[src/bridge_defines.vh]
// Contract
// - many transfers pending in both directions
// - inbound: translate address, start internal bus
// - outbound: translate address, start pci cycle
// - first 4 KB of window 0 reaches message unit
// - expansion rom range goes to flash
// - all parts answer as one function
// - pci 64 bit, 66 or 133 MHz
// - internal bus 64 bit up to 333 MHz
// - config shows pm, msi, pci-x capabilities
// - registers reachable from either bus side
// - address windows decide what is claimed
// - eight inbound reads, four inbound writes pending
// - eight outbound reads, four outbound writes pending
// - inbound claimed only inside programmed window, except config commands, claimed at any address
// - outbound command from fixed window map
// - dual address cycles both directions
// - no locked access, no outbound atomicity
// - fixed claimed and generated command sets
// - never 0,1,4,5; 8,9 claimed only
// - conventional mode claims 8,9 after dac
// - posted writes, delayed or split reads
`ifndef BRIDGE_DEFINES_VH
`define BRIDGE_DEFINES_VH
`define CMD_IO_RD     4'h2
`define CMD_IO_WR     4'h3
`define CMD_MEM_RD    4'h6
`define CMD_MEM_WR    4'h7
`define CMD_ALIAS_RD  4'h8
`define CMD_ALIAS_WR  4'h9
`define CMD_CFG_RD    4'ha
`define CMD_CFG_WR    4'hb
`define CMD_RD_MULT   4'hc
`define CMD_DAC       4'hd
`define CMD_RD_BLOCK  4'he
`define CMD_WR_BLOCK  4'hf
`define DEST_MEM      2'h0
`define DEST_MSG      2'h1
`define DEST_ROM      2'h2
`define DEST_CFG      2'h3
`define MSG_SPAN_BIT  12
`define OB_WIN_MEM    4'h8
`define OB_WIN_DAC    4'h9
`define OB_WIN_IO     4'ha
`define OB_WIN_CFG    4'hb
`define OB_LOW_MASK   32'h0fffffff
`define CAP_PTR_OFF   8'h34
`define CAP_PM_OFF    8'h40
`define CAP_MSI_OFF   8'h48
`define CAP_PCIX_OFF  8'h50
`define CAP_ID_PM     8'h01
`define CAP_ID_MSI    8'h05
`define CAP_ID_PCIX   8'h07
`define IN_RD_DEPTH   8
`define IN_WR_DEPTH   4
`define OB_RD_DEPTH   8
`define OB_WR_DEPTH   4
`endif

[src/pci_internal_bus_translator.v]
`timescale 1ns/100ps
`default_nettype none
`include "bridge_defines.vh"
module pci_internal_bus_translator #(
  parameter IN_RD_DEPTH = `IN_RD_DEPTH,
  parameter IN_WR_DEPTH = `IN_WR_DEPTH,
  parameter OB_RD_DEPTH = `OB_RD_DEPTH,
  parameter OB_WR_DEPTH = `OB_WR_DEPTH
) (
  input  wire        clk,
  input  wire        rst_n,
  input  wire        pcix_mode,
  input  wire [31:0] win0_base,
  input  wire [31:0] win0_upper,
  input  wire [31:0] win0_limit,
  input  wire [31:0] win0_xlate,
  input  wire [31:0] rom_base,
  input  wire [31:0] rom_limit,
  input  wire [31:0] rom_xlate,
  input  wire [31:0] ob_xlate,
  input  wire [31:0] ob_upper,
  input  wire        in_valid,
  input  wire [3:0]  in_cmd,
  input  wire        in_dac,
  input  wire [63:0] in_addr,
  input  wire [63:0] in_data,
  input  wire [2:0]  in_tag,
  output reg         in_claim,
  output reg         in_retry,
  output reg         ib_req,
  output reg         ib_write,
  output reg  [1:0]  ib_dest,
  output reg  [31:0] ib_addr,
  output reg  [63:0] ib_wdata,
  input  wire        ib_ack,
  input  wire [63:0] ib_rdata,
  output reg         cpl_valid,
  output reg  [2:0]  cpl_tag,
  output reg  [63:0] cpl_data,
  input  wire        ob_valid,
  input  wire        ob_write,
  input  wire        ob_burst,
  input  wire [31:0] ob_addr,
  input  wire [63:0] ob_data,
  input  wire [2:0]  ob_tag,
  output reg         ob_accept,
  output reg         ob_retry,
  output reg         ob_error,
  output reg         pci_req,
  output reg  [3:0]  pci_cmd,
  output reg         pci_dac,
  output reg  [63:0] pci_addr,
  output reg  [63:0] pci_wdata,
  input  wire        pci_done,
  input  wire [63:0] pci_rdata,
  output reg         ob_rsp_valid,
  output reg  [2:0]  ob_rsp_tag,
  output reg  [63:0] ob_rsp_data
);
  ////////////////////////////////////////////////////////////////
  // command and capability decode
  // inbound claim set
  // dac first cycle arrives folded into in_dac
  function claimable;
    input [3:0] c;
    input       dac;
    input       x;
    begin
      case (c)
        `CMD_MEM_RD, `CMD_MEM_WR, `CMD_CFG_RD, `CMD_CFG_WR,
        `CMD_RD_MULT, `CMD_RD_BLOCK, `CMD_WR_BLOCK:
          claimable = 1'b1;
        `CMD_ALIAS_RD, `CMD_ALIAS_WR:
          claimable = x | dac;
        default:
          claimable = 1'b0;
      endcase
    end
  endfunction
  function is_write;
    input [3:0] c;
    begin
      is_write = (c == `CMD_MEM_WR) || (c == `CMD_ALIAS_WR) ||
                 (c == `CMD_CFG_WR) || (c == `CMD_WR_BLOCK);
    end
  endfunction
  function [32:0] cap_word;
    input [7:0] o;
    begin
      case (o)
        `CAP_PTR_OFF:  cap_word = {1'b1, 24'h000000, `CAP_PM_OFF};
        `CAP_PM_OFF:   cap_word = {1'b1, 16'h0000, `CAP_MSI_OFF, `CAP_ID_PM};
        `CAP_MSI_OFF:  cap_word = {1'b1, 16'h0000, `CAP_PCIX_OFF, `CAP_ID_MSI};
        `CAP_PCIX_OFF: cap_word = {1'b1, 24'h000000, `CAP_ID_PCIX};
        default:       cap_word = 33'h000000000;
      endcase
    end
  endfunction
  ////////////////////////////////////////////////////////////////
  // inbound address windows
  reg        in_hit;
  reg [1:0]  in_dst;
  reg [31:0] in_xaddr;
  wire [31:0] off0 = in_addr[31:0] & ~win0_limit;
  // window compare, upper half on dac
  wire win0_hit = ((in_addr[31:0] & win0_limit) == win0_base) &&
                  (!in_dac || in_addr[63:32] == win0_upper);
  wire rom_hit  = ((in_addr[31:0] & rom_limit) == rom_base) && !in_dac;
  wire in_cfg   = (in_cmd == `CMD_CFG_RD) || (in_cmd == `CMD_CFG_WR);
  always @*
  begin
    in_hit   = 1'b0;
    in_dst   = `DEST_MEM;
    in_xaddr = in_addr[31:0];
    if (in_cfg)
    begin
      in_hit = 1'b1;
      in_dst = `DEST_CFG;
    end
    else if (win0_hit)
    begin
      in_hit = 1'b1;
      // low 4 KB to message unit
      if (off0[31:`MSG_SPAN_BIT] == 20'h00000)
      begin
        in_dst   = `DEST_MSG;
        in_xaddr = off0;
      end
      else
      begin
        in_dst   = `DEST_MEM;
        in_xaddr = off0 | win0_xlate;
      end
    end
    else if (rom_hit)
    begin
      in_hit   = 1'b1;
      in_dst   = `DEST_ROM;
      in_xaddr = (in_addr[31:0] & ~rom_limit) | rom_xlate;
    end
  end
  ////////////////////////////////////////////////////////////////
  // inbound queues
  wire        in_take = in_valid & in_hit & claimable(in_cmd, in_dac, pcix_mode);
  wire        in_wr   = is_write(in_cmd);
  wire        iwq_full;
  wire        iwq_empty;
  wire        irq_full;
  wire        irq_empty;
  wire [97:0] iwq_out;
  wire [36:0] irq_out;
  wire        iwq_push = in_take & in_wr & ~iwq_full;
  wire        irq_push = in_take & ~in_wr & ~irq_full;
  wire        pick_w   = ~ib_req & ~iwq_empty;
  wire        pick_r   = ~ib_req & iwq_empty & ~irq_empty;
  wire [32:0] cap      = cap_word(irq_out[7:0]);
  wire        cap_loc  = (irq_out[33:32] == `DEST_CFG) & cap[32];
  pend_queue #(.W(98), .D(IN_WR_DEPTH), .AW(2)) in_wr_q (
    .clk   (clk),
    .rst_n (rst_n),
    .push  (iwq_push),
    .din   ({in_dst, in_xaddr, in_data}),
    .pop   (pick_w),
    .dout  (iwq_out),
    .full  (iwq_full),
    .empty (iwq_empty)
  );
  pend_queue #(.W(37), .D(IN_RD_DEPTH), .AW(3)) in_rd_q (
    .clk   (clk),
    .rst_n (rst_n),
    .push  (irq_push),
    .din   ({in_tag, in_dst, in_xaddr}),
    .pop   (pick_r),
    .dout  (irq_out),
    .full  (irq_full),
    .empty (irq_empty)
  );
  ////////////////////////////////////////////////////////////////
  // inbound claim and internal bus initiator
  always @(posedge clk or negedge rst_n)
  begin
    if (!rst_n)
    begin
      in_claim  <= 1'b0;
      in_retry  <= 1'b0;
      ib_req    <= 1'b0;
      ib_write  <= 1'b0;
      ib_dest   <= `DEST_MEM;
      ib_addr   <= 32'h00000000;
      ib_wdata  <= 64'h0000000000000000;
      cpl_valid <= 1'b0;
      cpl_tag   <= 3'h0;
      cpl_data  <= 64'h0000000000000000;
    end
    else
    begin
      // write posted, read delayed or split
      in_claim  <= iwq_push | irq_push;
      in_retry  <= in_take & (in_wr ? iwq_full : irq_full);
      cpl_valid <= 1'b0;
      // writes drain first so reads see posted data
      if (pick_w)
      begin
        ib_req   <= 1'b1;
        ib_write <= 1'b1;
        ib_dest  <= iwq_out[97:96];
        ib_addr  <= iwq_out[95:64];
        ib_wdata <= iwq_out[63:0];
      end
      else if (pick_r & cap_loc)
      begin
        cpl_valid <= 1'b1;
        cpl_tag   <= irq_out[36:34];
        cpl_data  <= {32'h00000000, cap[31:0]};
      end
      else if (pick_r)
      begin
        // config and message reads by bus
        ib_req   <= 1'b1;
        ib_write <= 1'b0;
        ib_dest  <= irq_out[33:32];
        ib_addr  <= irq_out[31:0];
        cpl_tag  <= irq_out[36:34];
      end
      else if (ib_req & ib_ack)
      begin
        ib_req    <= 1'b0;
        cpl_valid <= ~ib_write;
        cpl_data  <= ib_rdata;
      end
    end
  end
  ////////////////////////////////////////////////////////////////
  // outbound window map
  reg        ob_hit;
  reg [3:0]  ob_c;
  reg        ob_d;
  wire [31:0] ob_low = (ob_addr & `OB_LOW_MASK) | ob_xlate;
  always @*
  begin
    ob_hit = 1'b1;
    ob_d   = 1'b0;
    ob_c   = ob_write ? `CMD_MEM_WR : `CMD_MEM_RD;
    case (ob_addr[31:28])
      `OB_WIN_MEM, `OB_WIN_DAC:
      begin
        ob_d = (ob_addr[31:28] == `OB_WIN_DAC);
        if (ob_write & ob_burst)
          ob_c = `CMD_WR_BLOCK;
        else if (!ob_write & ob_burst)
          ob_c = pcix_mode ? `CMD_RD_BLOCK : `CMD_RD_MULT;
      end
      `OB_WIN_IO:
        ob_c = ob_write ? `CMD_IO_WR : `CMD_IO_RD;
      `OB_WIN_CFG:
        ob_c = ob_write ? `CMD_CFG_WR : `CMD_CFG_RD;
      default:
        ob_hit = 1'b0;
    endcase
  end
  ////////////////////////////////////////////////////////////////
  // outbound queues
  wire         ob_take = ob_valid & ob_hit;
  wire         owq_full;
  wire         owq_empty;
  wire         orq_full;
  wire         orq_empty;
  wire [132:0] owq_out;
  wire [71:0]  orq_out;
  wire         owq_push = ob_take & ob_write & ~owq_full;
  wire         orq_push = ob_take & ~ob_write & ~orq_full;
  wire         ob_pw    = ~pci_req & ~owq_empty;
  wire         ob_pr    = ~pci_req & owq_empty & ~orq_empty;
  wire [63:0]  ob_full_addr = {ob_d ? ob_upper : 32'h00000000, ob_low};
  pend_queue #(.W(133), .D(OB_WR_DEPTH), .AW(2)) ob_wr_q (
    .clk   (clk),
    .rst_n (rst_n),
    .push  (owq_push),
    .din   ({ob_c, ob_d, ob_full_addr, ob_data}),
    .pop   (ob_pw),
    .dout  (owq_out),
    .full  (owq_full),
    .empty (owq_empty)
  );
  pend_queue #(.W(72), .D(OB_RD_DEPTH), .AW(3)) ob_rd_q (
    .clk   (clk),
    .rst_n (rst_n),
    .push  (orq_push),
    .din   ({ob_tag, ob_c, ob_d, ob_full_addr}),
    .pop   (ob_pr),
    .dout  (orq_out),
    .full  (orq_full),
    .empty (orq_empty)
  );
  ////////////////////////////////////////////////////////////////
  // pci initiator
  // no lock pin; cycles issued independently
  always @(posedge clk or negedge rst_n)
  begin
    if (!rst_n)
    begin
      ob_accept    <= 1'b0;
      ob_retry     <= 1'b0;
      ob_error     <= 1'b0;
      pci_req      <= 1'b0;
      pci_cmd      <= `CMD_MEM_RD;
      pci_dac      <= 1'b0;
      pci_addr     <= 64'h0000000000000000;
      pci_wdata    <= 64'h0000000000000000;
      ob_rsp_valid <= 1'b0;
      ob_rsp_tag   <= 3'h0;
      ob_rsp_data  <= 64'h0000000000000000;
    end
    else
    begin
      ob_accept    <= owq_push | orq_push;
      ob_retry     <= ob_take & (ob_write ? owq_full : orq_full);
      ob_error     <= ob_valid & ~ob_hit;
      ob_rsp_valid <= 1'b0;
      if (ob_pw)
      begin
        pci_req   <= 1'b1;
        pci_cmd   <= owq_out[132:129];
        pci_dac   <= owq_out[128];
        pci_addr  <= owq_out[127:64];
        pci_wdata <= owq_out[63:0];
      end
      else if (ob_pr)
      begin
        pci_req    <= 1'b1;
        pci_cmd    <= orq_out[68:65];
        pci_dac    <= orq_out[64];
        pci_addr   <= orq_out[63:0];
        ob_rsp_tag <= orq_out[71:69];
      end
      else if (pci_req & pci_done)
      begin
        pci_req      <= 1'b0;
        ob_rsp_valid <= ~is_write(pci_cmd) & (pci_cmd != `CMD_IO_WR);
        ob_rsp_data  <= pci_rdata;
      end
    end
  end
endmodule
`default_nettype wire

[src/pend_queue.v]
`timescale 1ns/100ps
`default_nettype none
module pend_queue #(
  parameter W  = 8,
  parameter D  = 4,
  parameter AW = 2
) (
  input  wire          clk,
  input  wire          rst_n,
  input  wire          push,
  input  wire [W-1:0]  din,
  input  wire          pop,
  output wire [W-1:0]  dout,
  output wire          full,
  output wire          empty
);
  localparam [AW:0] DEPTH = D[AW:0];
  reg [W-1:0]  mem [0:D-1];
  reg [AW-1:0] wp;
  reg [AW-1:0] rp;
  reg [AW:0]   cnt;
  wire         do_push = push & ~full;
  wire         do_pop  = pop & ~empty;
  assign full  = (cnt == DEPTH);
  assign empty = (cnt == {(AW+1){1'b0}});
  assign dout  = mem[rp];
  // storage needs no reset; cnt guards reads
  always @(posedge clk)
  begin
    if (do_push)
      mem[wp] <= din;
  end
  always @(posedge clk or negedge rst_n)
  begin
    if (!rst_n)
    begin
      wp  <= {AW{1'b0}};
      rp  <= {AW{1'b0}};
      cnt <= {(AW+1){1'b0}};
    end
    else
    begin
      if (do_push)
        wp <= wp + 1'b1;
      if (do_pop)
        rp <= rp + 1'b1;
      if (do_push & ~do_pop)
        cnt <= cnt + 1'b1;
      else if (do_pop & ~do_push)
        cnt <= cnt - 1'b1;
    end
  end
endmodule
`default_nettype wire

[config.mk]
export PLATFORM = sky130hd
export DESIGN_NAME = pci_internal_bus_translator
export DESIGN_NICKNAME = d
export VERILOG_FILES = /design/src/pci_internal_bus_translator.v /design/src/pend_queue.v
export VERILOG_INCLUDE_DIRS = /design/src
export SDC_FILE = /design/constraint.sdc
export NUM_CORES = 2
export LEC_CHECK = 0
export BUFFER_PORTS_ARGS = -buffer_cell sky130_fd_sc_hd__buf_2
export CAP_MARGIN = 40
export CORE_UTILIZATION = 47
export DETAILED_ROUTE_END_ITERATION = 12
export GPL_TIMING_DRIVEN = 0
export PLACE_DENSITY = 0.68
export SYNTH_ARGS = -nofsm -noshare
export SYNTH_HDL_FRONTEND = slang
export SYNTH_SLANG_ARGS = --single-unit
export TNS_END_PERCENT = 30
[constraint.sdc]
create_clock -name clk -period 15.9 [get_ports clk]
set_clock_uncertainty 0.1 [all_clocks]
set_input_delay 0.795 -clock clk [delete_from_list [all_inputs] [get_ports clk]]
set_output_delay 0.795 -clock clk [all_outputs]
set_load 0.005 [all_outputs]
==> results.toml <==
[detailed_routing]
wl_per_cell_um = 27.2
dr_wl_met3_mm = 15.5
drtAntennaViolNets = 0
drt_iter0_markers = 4655
highest_layer = "met5"
drc = 0
wl_met2_mm = 121
drt_wl_total_mm = 235
met1_length_mm = 90.6
viasPerCell = 5.67
vias = 49200
drtPass1Iterations = 8

[logic_synthesis]
ys_ff_latch = 2205
syn-num-nets = 5172
avgSynthCellArea_um2 = 19.1
syn_area_um2 = 85800
synth_flop_cell = "edfxtp_1"
synthArstFlopShare_pct = 18.5
yosys_warnings = 0
synth-seq-area-share_pct = 74.8
synthDistinctLibCells = 62
synthCells = 4488
synth_edf_count = 1796

[cells_and_area]
fillCellCount = 13500
multi_input_area_um2 = 20700
layout.area.seq_um2 = 64200
final_cell_area_um2 = 106000
fin_nets = 6768
syn2layout_area_growth_pct = 23.1
layout-drive-gt1-share_pct = 36.2

[timing]
fmax_mhz = 216
finalCritPeriodShare_pct = 29.1
holdWs_ps = 63.5
maxSlewHeadroom_pct = 36.9
maxSlewViolCount = 0
rsz0062_at_grt = "false"
final.setup.tns_ps = 0
period_minus_slack_ps = 4630
hold_viol = 0
setup_viol = 0
max_slew.worst_pin.slew_ps = 946

[worst_setup_path]
critPathMaxFanout = 36
required_ps = 16310
reg2reg_depth = 9
cp-end-kind = "flip-flop"
worstSetupPathType = "input port to flip-flop"
crit_path_start_kind = "input port"
cp.arrival_ps = 5040

[cts]
numCtsBuffers = 216
cts_setup_buffers = 0
clk_pin_slew_ps = 60
cts_sinks = 2205
clkLatencyLatePin_ps = 870
tritoncts = "done"
clock-root-buffer = "clkbuf_16"
max-clock-path-buffers = 3
htreeDepth = 4

[place]
gp_congestion = 0.938
place_area_um2 = 96300
dp_hpwl_mm = 165
port_buffers = 1034

[grt]
grt_pass1_wl_mm = 342
track_usage_pct = 25.5
grt_pass1_vias = 50300
antenna_found_initial = 33
grt_max_degree = 108
grt_overflow = 0

[job]
max_cap_violations = 0

[power]
leakage_nw = 38.5
power_density_nw_per_um2 = 158
ir_worst_vdd_mv = 0.121

[die]
start_util_pct = 47.4
io-pin-count = 1035
die_h_um = 429
core_area_um2 = 181000
die_w_um = 429
rows = 156
die_area_um2 = 184000

[worst_hold_path]
hp-class = "input port to flip-flop"
hold_depth = 1

[outcome]
status = "complete, no violations"
repair_timing:
action,in CTS,in global routing
hold buffers,175,0
endpoints found under the hold margin,469,0
gates resized for setup,0,0
Yosys cell counts (69+ instances only):
library cell  instances  area, um^2
mux4_2              449       10100
clkbuf_1            171         642
mux2i_1              87         871
and3_1               80         500
dfrtp_1             407       10200
nand3_1             102         510
nand2_1             399        1500
mux2_2              165        1860
edfxtp_1           1796       53900
a21oi_1              73         365
a22oi_1              69         518
o21ai_0              96         480
worst paths after layout:
path | start | endpoint | slack [ps]
min reg2reg | ib_wdata[21]$_DFFE_PN0P_ | ib_wdata[21]$_DFFE_PN0P_ | 370
max reg2reg | in_rd_q.rp[1]$_DFFE_PN0P_ | ib_addr[25]$_DFFE_PN0P_ | 11880
min in group asynchronous | rst_n | pci_wdata[19]$_DFFE_PN0P_ | 420
max in group asynchronous | rst_n | ib_wdata[43]$_DFFE_PN0P_ | 13690
max | in_addr[27] | in_wr_q.mem[1][51]$_DFFE_PP_ | 11270
min | in_data[20] | in_wr_q.mem[2][20]$_DFFE_PP_ | 60
cells by family after synthesis:
logic type	Yosys count	synth area share (%)
flops	2205	74.8
compound gates	424	3.31
fa+ha+maj	24	0.385
mux	702	15.0
simple gates	799	4.55
buf+inv	266	1.23
xor+xnor	68	0.695
registers in the layout (all words and copies together), names as in the netlist, 64 cells and up:
register	flops
cpl_data	64
ib_wdata	64
in_rd_q.mem	296
in_wr_q.mem	392
ob_rd_q.mem	576
ob_rsp_data	64
ob_wr_q.mem	532
pci_addr	64
pci_wdata	64
through the flow:
step | setup WS, ps | util [%] | total power, mW | cells
6_report | 11270 | 58.3 | 16.7 | 8663
3_3_place_gp | 2080 | 51.9 | 11.3 | 7892
3_5_place_dp | 10540 | 53.2 | 11.6 | 8061
2_1_floorplan | 8220 | - | 9.69 | 4488
5_1_grt | 11160 | 58.3 | 17.4 | 8654
4_1_cts | 11440 | 58.3 | 16.9 | 8646
layer usage:
layer	track usage, %	vias to the layer above
li1	-	21200
met2	43.5	1950
met4	9.30	16
met5	0	-
met3	4.28	383
met1	32.9	25600
critical path: stages:
cell and delay (ps):
buf_2 150, a21o_1 170, a211oi_1 450, nand4_1 220
nor4_1 710, a21oi_1 480, a21oi_1 690, and2_4 720
buf_12 300, buf_12 270
cells in the final DEF, fill, tap and decap left out, types with 31 or more instances in the layout:
cell	netlist	routed
a21boi_0	50	50
a21oi_1	73	73
a22oi_1	69	69
and3_1	80	79
buf_1	42	42
buf_2	18	1053
buf_4	0	43
buf_6	5	70
clkbuf_1	171	209
clkbuf_16	0	222
clkbuf_8	0	31
clkinv_2	0	44
dfrtp_1	407	407
dlygate4sd3_1	0	175
edfxtp_1	1796	1796
mux2_2	165	165
mux2i_1	87	87
mux4_2	449	449
nand2_1	399	399
nand3_1	102	102
nor2_1	58	56
nor3_2	30	32
o21ai_0	96	94
xor2_1	45	45
cell type report:
type | instances | share of cell area [%]
Sequential cell | 2205 | 60.8
Multi-Input combinational cell | 2017 | 19.6
Timing Repair Buffer | 1378 | 8.72
Clock buffer | 291 | 5.80
Tap cell | 2370 | 2.81
Clock inverter | 119 | 1.27
Buffer | 236 | 0.896
Inverter | 30 | 0.107
Antenna cell | 17 | 0.0403
where the power goes:
group | total (mW) | switching [mW] | internal (mW)
Combinational | 4.35 | 2.29 | 2.06
Clock | 5.26 | 2.19 | 3.07
Sequential | 7.11 | 0.323 | 6.78
Total | 16.7 | 4.81 | 11.9
(Power assumes the default switching activity.)
